<file path="src/pkg/fcs_pkg.sv">
// Package for the flash command status block.
// Assumes one system clock; the register port is byte wide.
package fcs_pkg;
    localparam int          ADDR_W       = 4;
    localparam logic [3:0]  OFF_STATUS   = 4'h0;
    localparam logic [3:0]  OFF_CONFIG   = 4'h1;
    localparam logic [3:0]  OFF_IRQ_STAT = 4'h2;
    localparam logic [3:0]  OFF_IRQ_MASK = 4'h3;
    localparam logic [3:0]  OFF_CMD_OBJ  = 4'h4;
    localparam int          BIT_DONE     = 7;
    localparam int          BIT_COLL     = 6;
    localparam int          BIT_ACCESS_ERROR_FLAG   = 5;
    localparam int          BIT_PROT     = 4;
    localparam int          BIT_CTRLERR  = 0;
    localparam int          BIT_SUSP     = 4;
    localparam logic [7:0]  RST_BYTE     = 8'h00;
    localparam logic [1:0]  RST_IRQ      = 2'h0;
    localparam int          INIT_CYCLES  = 16;
    localparam int          IRQ_DONE     = 0;
    localparam int          IRQ_COLL     = 1;

    typedef struct packed {
        logic                wr;
        logic                rd;
        logic [ADDR_W-1:0]   addr;
        logic [7:0]          wdata;
    } fcs_bus_t;

    typedef struct packed {
        logic done;
        logic readColl;
        logic accessErr;
        logic protViol;
        logic ctrlErr;
    } fcs_events_t;
endpackage
</file>
<file path="src/logic/fcs_init_seq.sv">
// Reset initialisation timer: counts after reset, then signals done.
// Assumes rst_n is already synchronous to clk on release.
`timescale 1ns/1ps
module fcs_init_seq #(
    parameter int CYCLES = fcs_pkg::INIT_CYCLES
) (
    input  wire logic clk,
    input  wire logic rst_n,
    output logic      initDone
);
    logic [15:0] cnt_q;

    always_ff @(posedge clk or negedge rst_n) begin
        if (!rst_n) begin
            cnt_q    <= 16'h0000;
            initDone <= 1'b0;
        end else if (!initDone) begin
            cnt_q    <= cnt_q + 16'h0001;
            initDone <= (cnt_q == 16'(CYCLES - 1));
        end
    end
endmodule // fcs_init_seq

</file>
<file path="src/logic/fcs_top.sv">
// Flash command status register logic with launch gating and interrupt.
// Assumes the command engine and read arbiter run on the same clock.
// Notes on behaviour
// - Writing one to bit 7 launches a command and clears the done flag until completion or violation sets it.
// - The done flag resets to zero and sets when reset initialisation ends.
// - A read hitting a resource under command sets the collision flag, bit 6.
// - Writing one clears the collision flag, zero leaves it.
// - A sequence violation sets the access error flag, bit 5; a command violation only ends the command.
// - While access error is set a done-flag write neither clears it nor launches.
// - Access error clears only by writing one to it.
// - Program or erase of a protected address sets protection violation, bit 4.
// - While protection violation is set a done-flag write neither clears it nor launches.
// - Protection violation clears only by writing one to it.
// - Bits 3 to 1 read zero and ignore writes.
// - Controller error status, bit 0, is set by hardware and read-only.
// - Controller error status is discarded during the next command.
// - While running or suspending, writes to the command object register are refused, except during initialisation.
// - With the done interrupt enable set, a set done flag raises an interrupt; the irq output also needs irqMask_q bit 0 set.
// - With the collision interrupt enable set, a collision raises an interrupt; the irq output also needs irqMask_q bit 1 set.
`timescale 1ns/1ps
module fcs_top (
    input  wire logic                    clk,
    input  wire logic                    rst_n,
    input  wire logic [fcs_pkg::ADDR_W-1:0] busAddr,
    input  wire logic [7:0]              busWdata,
    input  wire logic                    busWr,
    input  wire logic                    busRd,
    output logic      [7:0]              busRdata,
    input  wire logic                    cmdComplete,
    input  wire logic                    cmdViolation,
    input  wire logic                    seqViolation,
    input  wire logic                    protHit,
    input  wire logic                    readCollision,
    input  wire logic                    ctrlErrorEv,
    output logic                         cmdLaunch,
    output logic      [7:0]              cmdObject,
    output logic                         eraseSuspendReq,
    output logic                         irq
);
    fcs_pkg::fcs_bus_t    bus;
    fcs_pkg::fcs_events_t flags;
    logic       doneFlag_q;
    logic       ctrlErr_q;
    logic       collFlag;
    logic       accFlag;
    logic       protFlag;
    logic       initDone;
    logic       initSeen_q;
    logic [7:0] config_q;
    logic [1:0] irqStat_q;
    logic [1:0] irqMask_q;
    logic       running_q;
    logic       stWr;
    logic       launchOk;
    logic       doneSet;
    logic       irqDoneEv;
    logic       irqCollEv;
    logic [1:0] irqEv;
    logic [7:0] statusByte;
    logic [7:0] rdData_d;

    assign bus = '{wr: busWr, rd: busRd, addr: busAddr, wdata: busWdata};
    assign stWr = bus.wr && (bus.addr == fcs_pkg::OFF_STATUS);

    // Flags live in separate registers so that each has a single writer
    assign flags = '{done:      doneFlag_q,
                     readColl:  collFlag,
                     accessErr: accFlag,
                     protViol:  protFlag,
                     ctrlErr:   ctrlErr_q};

    // Launch only when idle and no access or protection error pends
    assign launchOk = stWr && bus.wdata[fcs_pkg::BIT_DONE]
                      && flags.done && !running_q
                      && !flags.accessErr
                      && !flags.protViol;

    assign doneSet = (initDone && !initSeen_q)
                     || (running_q && (cmdComplete || cmdViolation));

    fcs_init_seq #(.CYCLES(fcs_pkg::INIT_CYCLES)) uInit (
        .clk      (clk),
        .rst_n    (rst_n),
        .initDone (initDone)
    );

    always_ff @(posedge clk or negedge rst_n) begin
        if (!rst_n) begin
            initSeen_q <= 1'b0;
        end else begin
            initSeen_q <= initDone;
        end
    end

    // Done flag and running state
    always_ff @(posedge clk or negedge rst_n) begin
        if (!rst_n) begin
            doneFlag_q <= 1'b0;
            running_q  <= 1'b0;
            cmdLaunch  <= 1'b0;
        end else begin
            cmdLaunch <= launchOk;
            if (doneSet) begin
                doneFlag_q <= 1'b1;
                running_q  <= 1'b0;
            end else if (launchOk) begin
                doneFlag_q <= 1'b0;
                running_q  <= 1'b1;
            end
        end
    end

    fcs_w1c_flag uColl (
        .clk   (clk),
        .rst_n (rst_n),
        .setEv (readCollision),
        .clrEv (stWr && bus.wdata[fcs_pkg::BIT_COLL]),
        .flag  (collFlag)
    );

    fcs_w1c_flag uAcc (
        .clk   (clk),
        .rst_n (rst_n),
        .setEv (seqViolation),
        .clrEv (stWr && bus.wdata[fcs_pkg::BIT_ACCESS_ERROR_FLAG]),
        .flag  (accFlag)
    );

    fcs_w1c_flag uProt (
        .clk   (clk),
        .rst_n (rst_n),
        .setEv (protHit),
        .clrEv (stWr && bus.wdata[fcs_pkg::BIT_PROT]),
        .flag  (protFlag)
    );

    // Controller error: no software clear; the next launch discards it
    always_ff @(posedge clk or negedge rst_n) begin
        if (!rst_n) begin
            ctrlErr_q <= 1'b0;
        end else if (ctrlErrorEv) begin
            ctrlErr_q <= 1'b1;
        end else if (cmdLaunch) begin
            ctrlErr_q <= 1'b0;
        end
    end

    // Config: enables and suspend are always writable
    always_ff @(posedge clk or negedge rst_n) begin
        if (!rst_n) begin
            config_q <= fcs_pkg::RST_BYTE;
        end else if (bus.wr && bus.addr == fcs_pkg::OFF_CONFIG) begin
            config_q <= {bus.wdata[7:6], 1'b0, bus.wdata[4], 4'h0};
        end
    end

    always_ff @(posedge clk or negedge rst_n) begin
        if (!rst_n) begin
            eraseSuspendReq <= 1'b0;
        end else begin
            eraseSuspendReq <= config_q[fcs_pkg::BIT_SUSP];
        end
    end

    // Command object is locked while busy or suspending after init
    always_ff @(posedge clk or negedge rst_n) begin
        if (!rst_n) begin
            cmdObject <= fcs_pkg::RST_BYTE;
        end else if (bus.wr && bus.addr == fcs_pkg::OFF_CMD_OBJ
                     && (!initSeen_q || (flags.done
                     && !config_q[fcs_pkg::BIT_SUSP]))) begin
            cmdObject <= bus.wdata;
        end
    end

    assign irqDoneEv = config_q[fcs_pkg::BIT_DONE] && doneSet;
    assign irqCollEv = config_q[fcs_pkg::BIT_COLL] && readCollision;
    assign irqEv     = {irqCollEv, irqDoneEv};

    always_ff @(posedge clk or negedge rst_n) begin
        if (!rst_n) begin
            irqMask_q <= fcs_pkg::RST_IRQ;
        end else if (bus.wr && bus.addr == fcs_pkg::OFF_IRQ_MASK) begin
            irqMask_q <= bus.wdata[1:0];
        end
    end

    // Sticky interrupt status, set beats a write-one clear
    for (genvar i = 0; i < 2; i++) begin : g_irq
        always_ff @(posedge clk or negedge rst_n) begin
            if (!rst_n) begin
                irqStat_q[i] <= fcs_pkg::RST_IRQ[i];
            end else if (irqEv[i]) begin
                irqStat_q[i] <= 1'b1;
            end else if (bus.wr && bus.addr == fcs_pkg::OFF_IRQ_STAT
                         && bus.wdata[i]) begin
                irqStat_q[i] <= 1'b0;
            end
        end
    end

    always_ff @(posedge clk or negedge rst_n) begin
        if (!rst_n) begin
            irq <= 1'b0;
        end else begin
            irq <= |(irqStat_q & irqMask_q);
        end
    end

    assign statusByte = {flags.done, flags.readColl, flags.accessErr,
                         flags.protViol, 3'h0, flags.ctrlErr};

    always_comb begin
        rdData_d = 8'h00;
        case (bus.addr)
            fcs_pkg::OFF_STATUS:   rdData_d = statusByte;
            fcs_pkg::OFF_CONFIG:   rdData_d = config_q;
            fcs_pkg::OFF_IRQ_STAT: rdData_d = {6'h00, irqStat_q};
            fcs_pkg::OFF_IRQ_MASK: rdData_d = {6'h00, irqMask_q};
            fcs_pkg::OFF_CMD_OBJ:  rdData_d = cmdObject;
            default:               rdData_d = 8'h00;
        endcase
    end

    // Read data stands only in the cycle after the strobe
    always_ff @(posedge clk or negedge rst_n) begin
        if (!rst_n) begin
            busRdata <= 8'h00;
        end else begin
            busRdata <= bus.rd ? rdData_d : 8'h00;
        end
    end

    a_launch_blocked: assert property (
        @(posedge clk) disable iff (!rst_n)
        (stWr && (flags.accessErr || flags.protViol))
        |=> !cmdLaunch)
        else $error("launch despite pending error");

    a_launch_ignored: assert property (
        @(posedge clk) disable iff (!rst_n)
        (stWr && (!bus.wdata[fcs_pkg::BIT_DONE] || !flags.done))
        |=> !cmdLaunch)
        else $error("launch accepted while busy or on zero");

    a_done_zero_write: assert property (
        @(posedge clk) disable iff (!rst_n)
        (flags.done && stWr && !bus.wdata[fcs_pkg::BIT_DONE])
        |=> flags.done)
        else $error("done flag cleared by a zero write");

    a_done_after_launch: assert property (
        @(posedge clk) disable iff (!rst_n)
        launchOk
        |=> !flags.done && cmdLaunch)
        else $error("done flag not cleared on launch");

    a_done_on_end: assert property (
        @(posedge clk) disable iff (!rst_n)
        (running_q && (cmdComplete || cmdViolation))
        |=> flags.done)
        else $error("done flag not set at command end");

    a_done_held_low: assert property (
        @(posedge clk) disable iff (!rst_n)
        (running_q && !cmdComplete && !cmdViolation)
        |=> !flags.done)
        else $error("done flag set while command runs");

    a_acc_set: assert property (
        @(posedge clk) disable iff (!rst_n)
        seqViolation
        |=> flags.accessErr)
        else $error("access error not flagged");

    a_acc_hold: assert property (
        @(posedge clk) disable iff (!rst_n)
        (flags.accessErr && !(stWr && bus.wdata[fcs_pkg::BIT_ACCESS_ERROR_FLAG]))
        |=> flags.accessErr)
        else $error("access error dropped without clear");

    a_prot_set: assert property (
        @(posedge clk) disable iff (!rst_n)
        protHit
        |=> flags.protViol)
        else $error("protection violation not flagged");

    a_prot_hold: assert property (
        @(posedge clk) disable iff (!rst_n)
        (flags.protViol && !(stWr && bus.wdata[fcs_pkg::BIT_PROT]))
        |=> flags.protViol)
        else $error("protection flag dropped without clear");

    a_coll_set: assert property (
        @(posedge clk) disable iff (!rst_n)
        readCollision
        |=> flags.readColl)
        else $error("collision not flagged");

    a_coll_hold: assert property (
        @(posedge clk) disable iff (!rst_n)
        (flags.readColl && !(stWr && bus.wdata[fcs_pkg::BIT_COLL]))
        |=> flags.readColl)
        else $error("collision dropped without clear");

    a_resv_zero: assert property (
        @(posedge clk) disable iff (!rst_n)
        (bus.rd && bus.addr == fcs_pkg::OFF_STATUS)
        |=> busRdata[3:1] == 3'h0)
        else $error("reserved status bits nonzero");

    a_init_done: assert property (
        @(posedge clk) disable iff (!rst_n)
        $rose(initSeen_q)
        |-> flags.done)
        else $error("done flag not set after init");

    a_ctrl_set: assert property (
        @(posedge clk) disable iff (!rst_n)
        ctrlErrorEv
        |=> flags.ctrlErr)
        else $error("controller error not flagged");

    a_ctrl_hold: assert property (
        @(posedge clk) disable iff (!rst_n)
        (flags.ctrlErr && !cmdLaunch)
        |=> flags.ctrlErr)
        else $error("controller error lost");

    a_ctrl_clear: assert property (
        @(posedge clk) disable iff (!rst_n)
        (cmdLaunch && !ctrlErrorEv)
        |=> !flags.ctrlErr)
        else $error("controller error kept past launch");

    a_obj_locked: assert property (
        @(posedge clk) disable iff (!rst_n)
        (bus.wr && initSeen_q
         && (!flags.done || config_q[fcs_pkg::BIT_SUSP]))
        |=> $stable(cmdObject))
        else $error("command object written while locked");

    a_done_irq_stat: assert property (
        @(posedge clk) disable iff (!rst_n)
        irqDoneEv
        |=> irqStat_q[fcs_pkg::IRQ_DONE])
        else $error("done interrupt status not set");

    a_done_irq_out: assert property (
        @(posedge clk) disable iff (!rst_n)
        (irqDoneEv ##1 irqMask_q[fcs_pkg::IRQ_DONE])
        |=> irq)
        else $error("done interrupt missing");

    a_coll_irq_stat: assert property (
        @(posedge clk) disable iff (!rst_n)
        irqCollEv
        |=> irqStat_q[fcs_pkg::IRQ_COLL])
        else $error("collision interrupt status not set");
endmodule // fcs_top

</file>
<file path="src/logic/fcs_w1c_flag.sv">
// One sticky flag: hardware set, software write-one clear.
// Set wins over a clear in the same cycle.
`timescale 1ns/1ps
module fcs_w1c_flag (
    input  wire logic clk,
    input  wire logic rst_n,
    input  wire logic setEv,
    input  wire logic clrEv,
    output logic      flag
);
    always_ff @(posedge clk or negedge rst_n) begin
        if (!rst_n) begin
            flag <= 1'b0;
        end else if (setEv) begin
            flag <= 1'b1;
        end else if (clrEv) begin
            flag <= 1'b0;
        end
    end
endmodule // fcs_w1c_flag

</file>
<file path="config.mk">
export PLATFORM = sky130hd
export DESIGN_NAME = fcs_top
export DESIGN_NICKNAME = d
export VERILOG_FILES = /design/src/pkg/fcs_pkg.sv /design/src/logic/fcs_init_seq.sv /design/src/logic/fcs_top.sv /design/src/logic/fcs_w1c_flag.sv
export SDC_FILE = /design/constraint.sdc
export NUM_CORES = 1
export LEC_CHECK = 0
export BUFFER_PORTS_ARGS = -buffer_cell sky130_fd_sc_hd__buf_2
export CORE_MARGIN = 3
export CORE_UTILIZATION = 50
export DETAILED_ROUTE_END_ITERATION = 12
export PLACE_DENSITY = 0.82
export SLEW_MARGIN = 20
export SYNTH_ARGS = -nofsm -noshare
export SYNTH_HDL_FRONTEND = slang
export SYNTH_SLANG_ARGS = --single-unit
export TNS_END_PERCENT = 1
</file>
<file path="constraint.sdc">
create_clock -name clk -period 2.8 [get_ports clk]
set_input_delay 0.28 -clock clk [delete_from_list [all_inputs] [get_ports clk]]
set_output_delay 0.28 -clock clk [all_outputs]
set_load 0.1 [all_outputs]
</file>
==> flow_summary.json <==
{
  "tightest_slew_ns": 0.648,
  "ff_latch_area_mm2": 0.00125,
  "worst_ep_required_time_ns": 3.02,
  "grt_antenna_before_repair": 0,
  "final_common_cell": "dfrtp_1",
  "grt_max_degree": 51,
  "syn_area_per_cell_um2": 12.6,
  "finalNetCount": 241,
  "holdWs_ns": -0.0214,
  "post-route-util": 0.619,
  "place.gp.congestion": 0.868,
  "cts.clk_slew.worst_paths_ns": 0.09,
  "wirelength_um": 4270,
  "ff2ff_setup_slack_ns": 1.27,
  "total_leakage_power_nw": 1.20,
  "worstPathCellList": "ha_1 -> nand4b_1 -> nor4_1 -> xor2_1",
  "synthMuxAreaShare": 0.102,
  "hold_buffers": 0,
  "setup_viol": 0,
  "ys_ff_latch": 50,
  "multi_input_area_um2": 890,
  "port_buffers": 40,
  "ys_types": 33,
  "antenna_left": 0,
  "violations": "negative hold slack",
  "synth-seq-area-share": 0.572,
  "cts_resized": 0,
  "peakVddDrop_v": 0.000325,
  "cpPeakStageDelay_ns": 0.43,
  "syn_area_mm2": 0.00219,
  "netlist_instances": 174,
  "cts_max_level": 2,
  "status": "finished with violations",
  "arrival_ns": 1.75,
  "drv_slew": 0,
  "cts_inserted_buffers": 5,
  "clockBufferDepth": 2,
  "setup_slack_ns": 1.27,
  "cts-root-buf": "clkbuf_8",
  "max_cap_violations": 0,
  "fin_crit_ns": 1.53,
  "fillers": 328,
  "synth_xor_area_frac": 0.0600,
  "power.density_mw_per_mm2": 709,
  "clock_sinks": 50,
  "netlist.area_leader.share": 0.572,
  "post_cts_buffers": 0,
  "synth_fa_ha_area_frac": 0.00572,
  "yosys.area.top_type": "dfrtp_1",
  "routed_via_density": 5.65,
  "die_y_um": 72.2,
  "yosys_warnings": 0,
  "hold_violations": 33,
  "dr_total_vias": 1520,
  "drive_gt1_frac": 0.324,
  "syn-num-nets": 197,
  "dpl_cell_area_mm2": 0.00243,
  "hold_class": "primary input to asynchronous set/reset pin",
  "finClkSkew_ns": 0.00379,
  "critical_path.max_fanout": 6,
  "core.rowCount": 23,
  "rsz0062_at_grt": "false",
  "slew_headroom": 0.562,
  "drt-pass1-iter-count": 4,
  "pre_cts_ws_ns": 1.24,
  "grt_pass1_vias": 1479,
  "hpwl_um": 3160,
  "drc_errors": 0,
  "fin_area_mm2": 0.00255,
  "gr-usage-all-layers": 0.181,
  "ios": 41,
  "dieArea_mm2": 0.00521,
  "area_growth_pct": 16.5,
  "start_util": 0.532,
  "synth_top_family_by_area": "simple AND/OR/NAND/NOR gates",
  "drt_iter0_markers": 90,
  "crit_type": "flip-flop to flip-flop",
  "start_kind": "flip-flop",
  "grt_pass1_wl_um": 7240,
  "timing.final.crit_share": 0.548,
  "worstSkewPairLatency_ns": 0.30,
  "die_w_um": 72.2,
  "max_freq_ghz": 0.652,
  "wire_per_inst_um": 15.9,
  "grt-ovfl-total": 0,
  "core_area_mm2": 0.00412,
  "setup-tns-final_ns": 0,
  "synth_simple_gate_area_frac": 0.164,
  "antenna_cells": 0,
  "final_cell_mix": "dfrtp_1, buf_2, mux2_2, nor2_1, xor2_1",
  "yosys-top-cells-area": "dfrtp_1, mux2_2, xor2_1",
  "finalPower_mw": 1.81,
  "endpoint_kind": "flip-flop",
  "cts_tree": "built",
  "synth_compound_area_frac": 0.0749,
  "slowest_stage": "dfrtp_1"
}
## state kept, by name, summed over array words and instances, names as in the netlist, 2 cells and up
signal,flops
cmdObject,8
config_q,3
uInit.cnt_q,16
irqStat_q,2
busRdata,8
irqMask_q,2
## worst paths after layout
check,from,endpoint,cells after the start
worst max-delay path,uInit.cnt_q[0],uInit.cnt_q[12],4
worst min-delay path,rst_n,busRdata[2],1
max in group asynchronous,rst_n,uInit.initDone,1
worst min register to register,config_q[4],eraseSuspendReq,0
min in group clk,seqViolation,uAcc.flag,2
worst max register to register,uInit.cnt_q[0],uInit.cnt_q[12],4
## kinds of logic after synthesis
| group | after synthesis |
|---|---|
| AO/OA/AOI/OAI | 20 |
| XOR/XNOR | 15 |
| adder cells (fa/ha/maj) | 1 |
| buffers and inverters | 11 |
| flip-flops | 50 |
| multiplexers | 20 |
| AND/OR/NAND/NOR | 57 |
## Yosys cell counts (all sizes together)
cell type,n
nand4,6
xor2,9
xnor2,6
o41ai,1
nor3b,2
a22o,3
mux2,19
nor2,9
o21ai,3
nand2,6
a21o,5
nor3,5
nor4b,2
a21oi,2
buf,3
nand3b,5
a211o,1
and4,2
o2111ai,1
dfrtp,50
nand4b,4
inv,8
a22oi,3
ha,1
nand3,8
mux2i,1
nor4,7
a32oi,1
nor2b,1
## routing by layer
metal / track usage / part of all wire
met1: 0.245 / 0.44
met2: 0.286 / 0.49
met3: 0.0402 / 0.058
met4: 0.0668 / 0.013
met5: 0 / 0
## power by group
part	internal (mW)	total, mW	switching, mW
sequential	0.783	0.826	0.0430
combinational	0.100	0.483	0.383
clock	0.268	0.500	0.232
total	1.15	1.81	0.658
## worst max-delay path, delay by kind of cell, from the launching register on
kind | cells | cell delay [ns]
simple gates | 2 | 0.63
flops | 1 | 0.43
fa+ha+maj | 1 | 0.22
xor+xnor | 1 | 0.18
## per-stage QoR
stage               hold slack, ns  cells
CTS                          0.157    269
global route                0.0171    269
finish                     -0.0214    269
detailed placement           0.438    261
floorplan                  -0.0156    174
global placement             0.423    261
## area by class of cell
type	count	share of cell area
clock buffer	5	0.0270
clock inverter	3	0.0172
inverter	8	0.0118
multi-input combinational	113	0.349
sequential	50	0.491
tap	50	0.0245
timing repair buffer	40	0.0795
No activity file was read; power rests on OpenSTA's default activity.
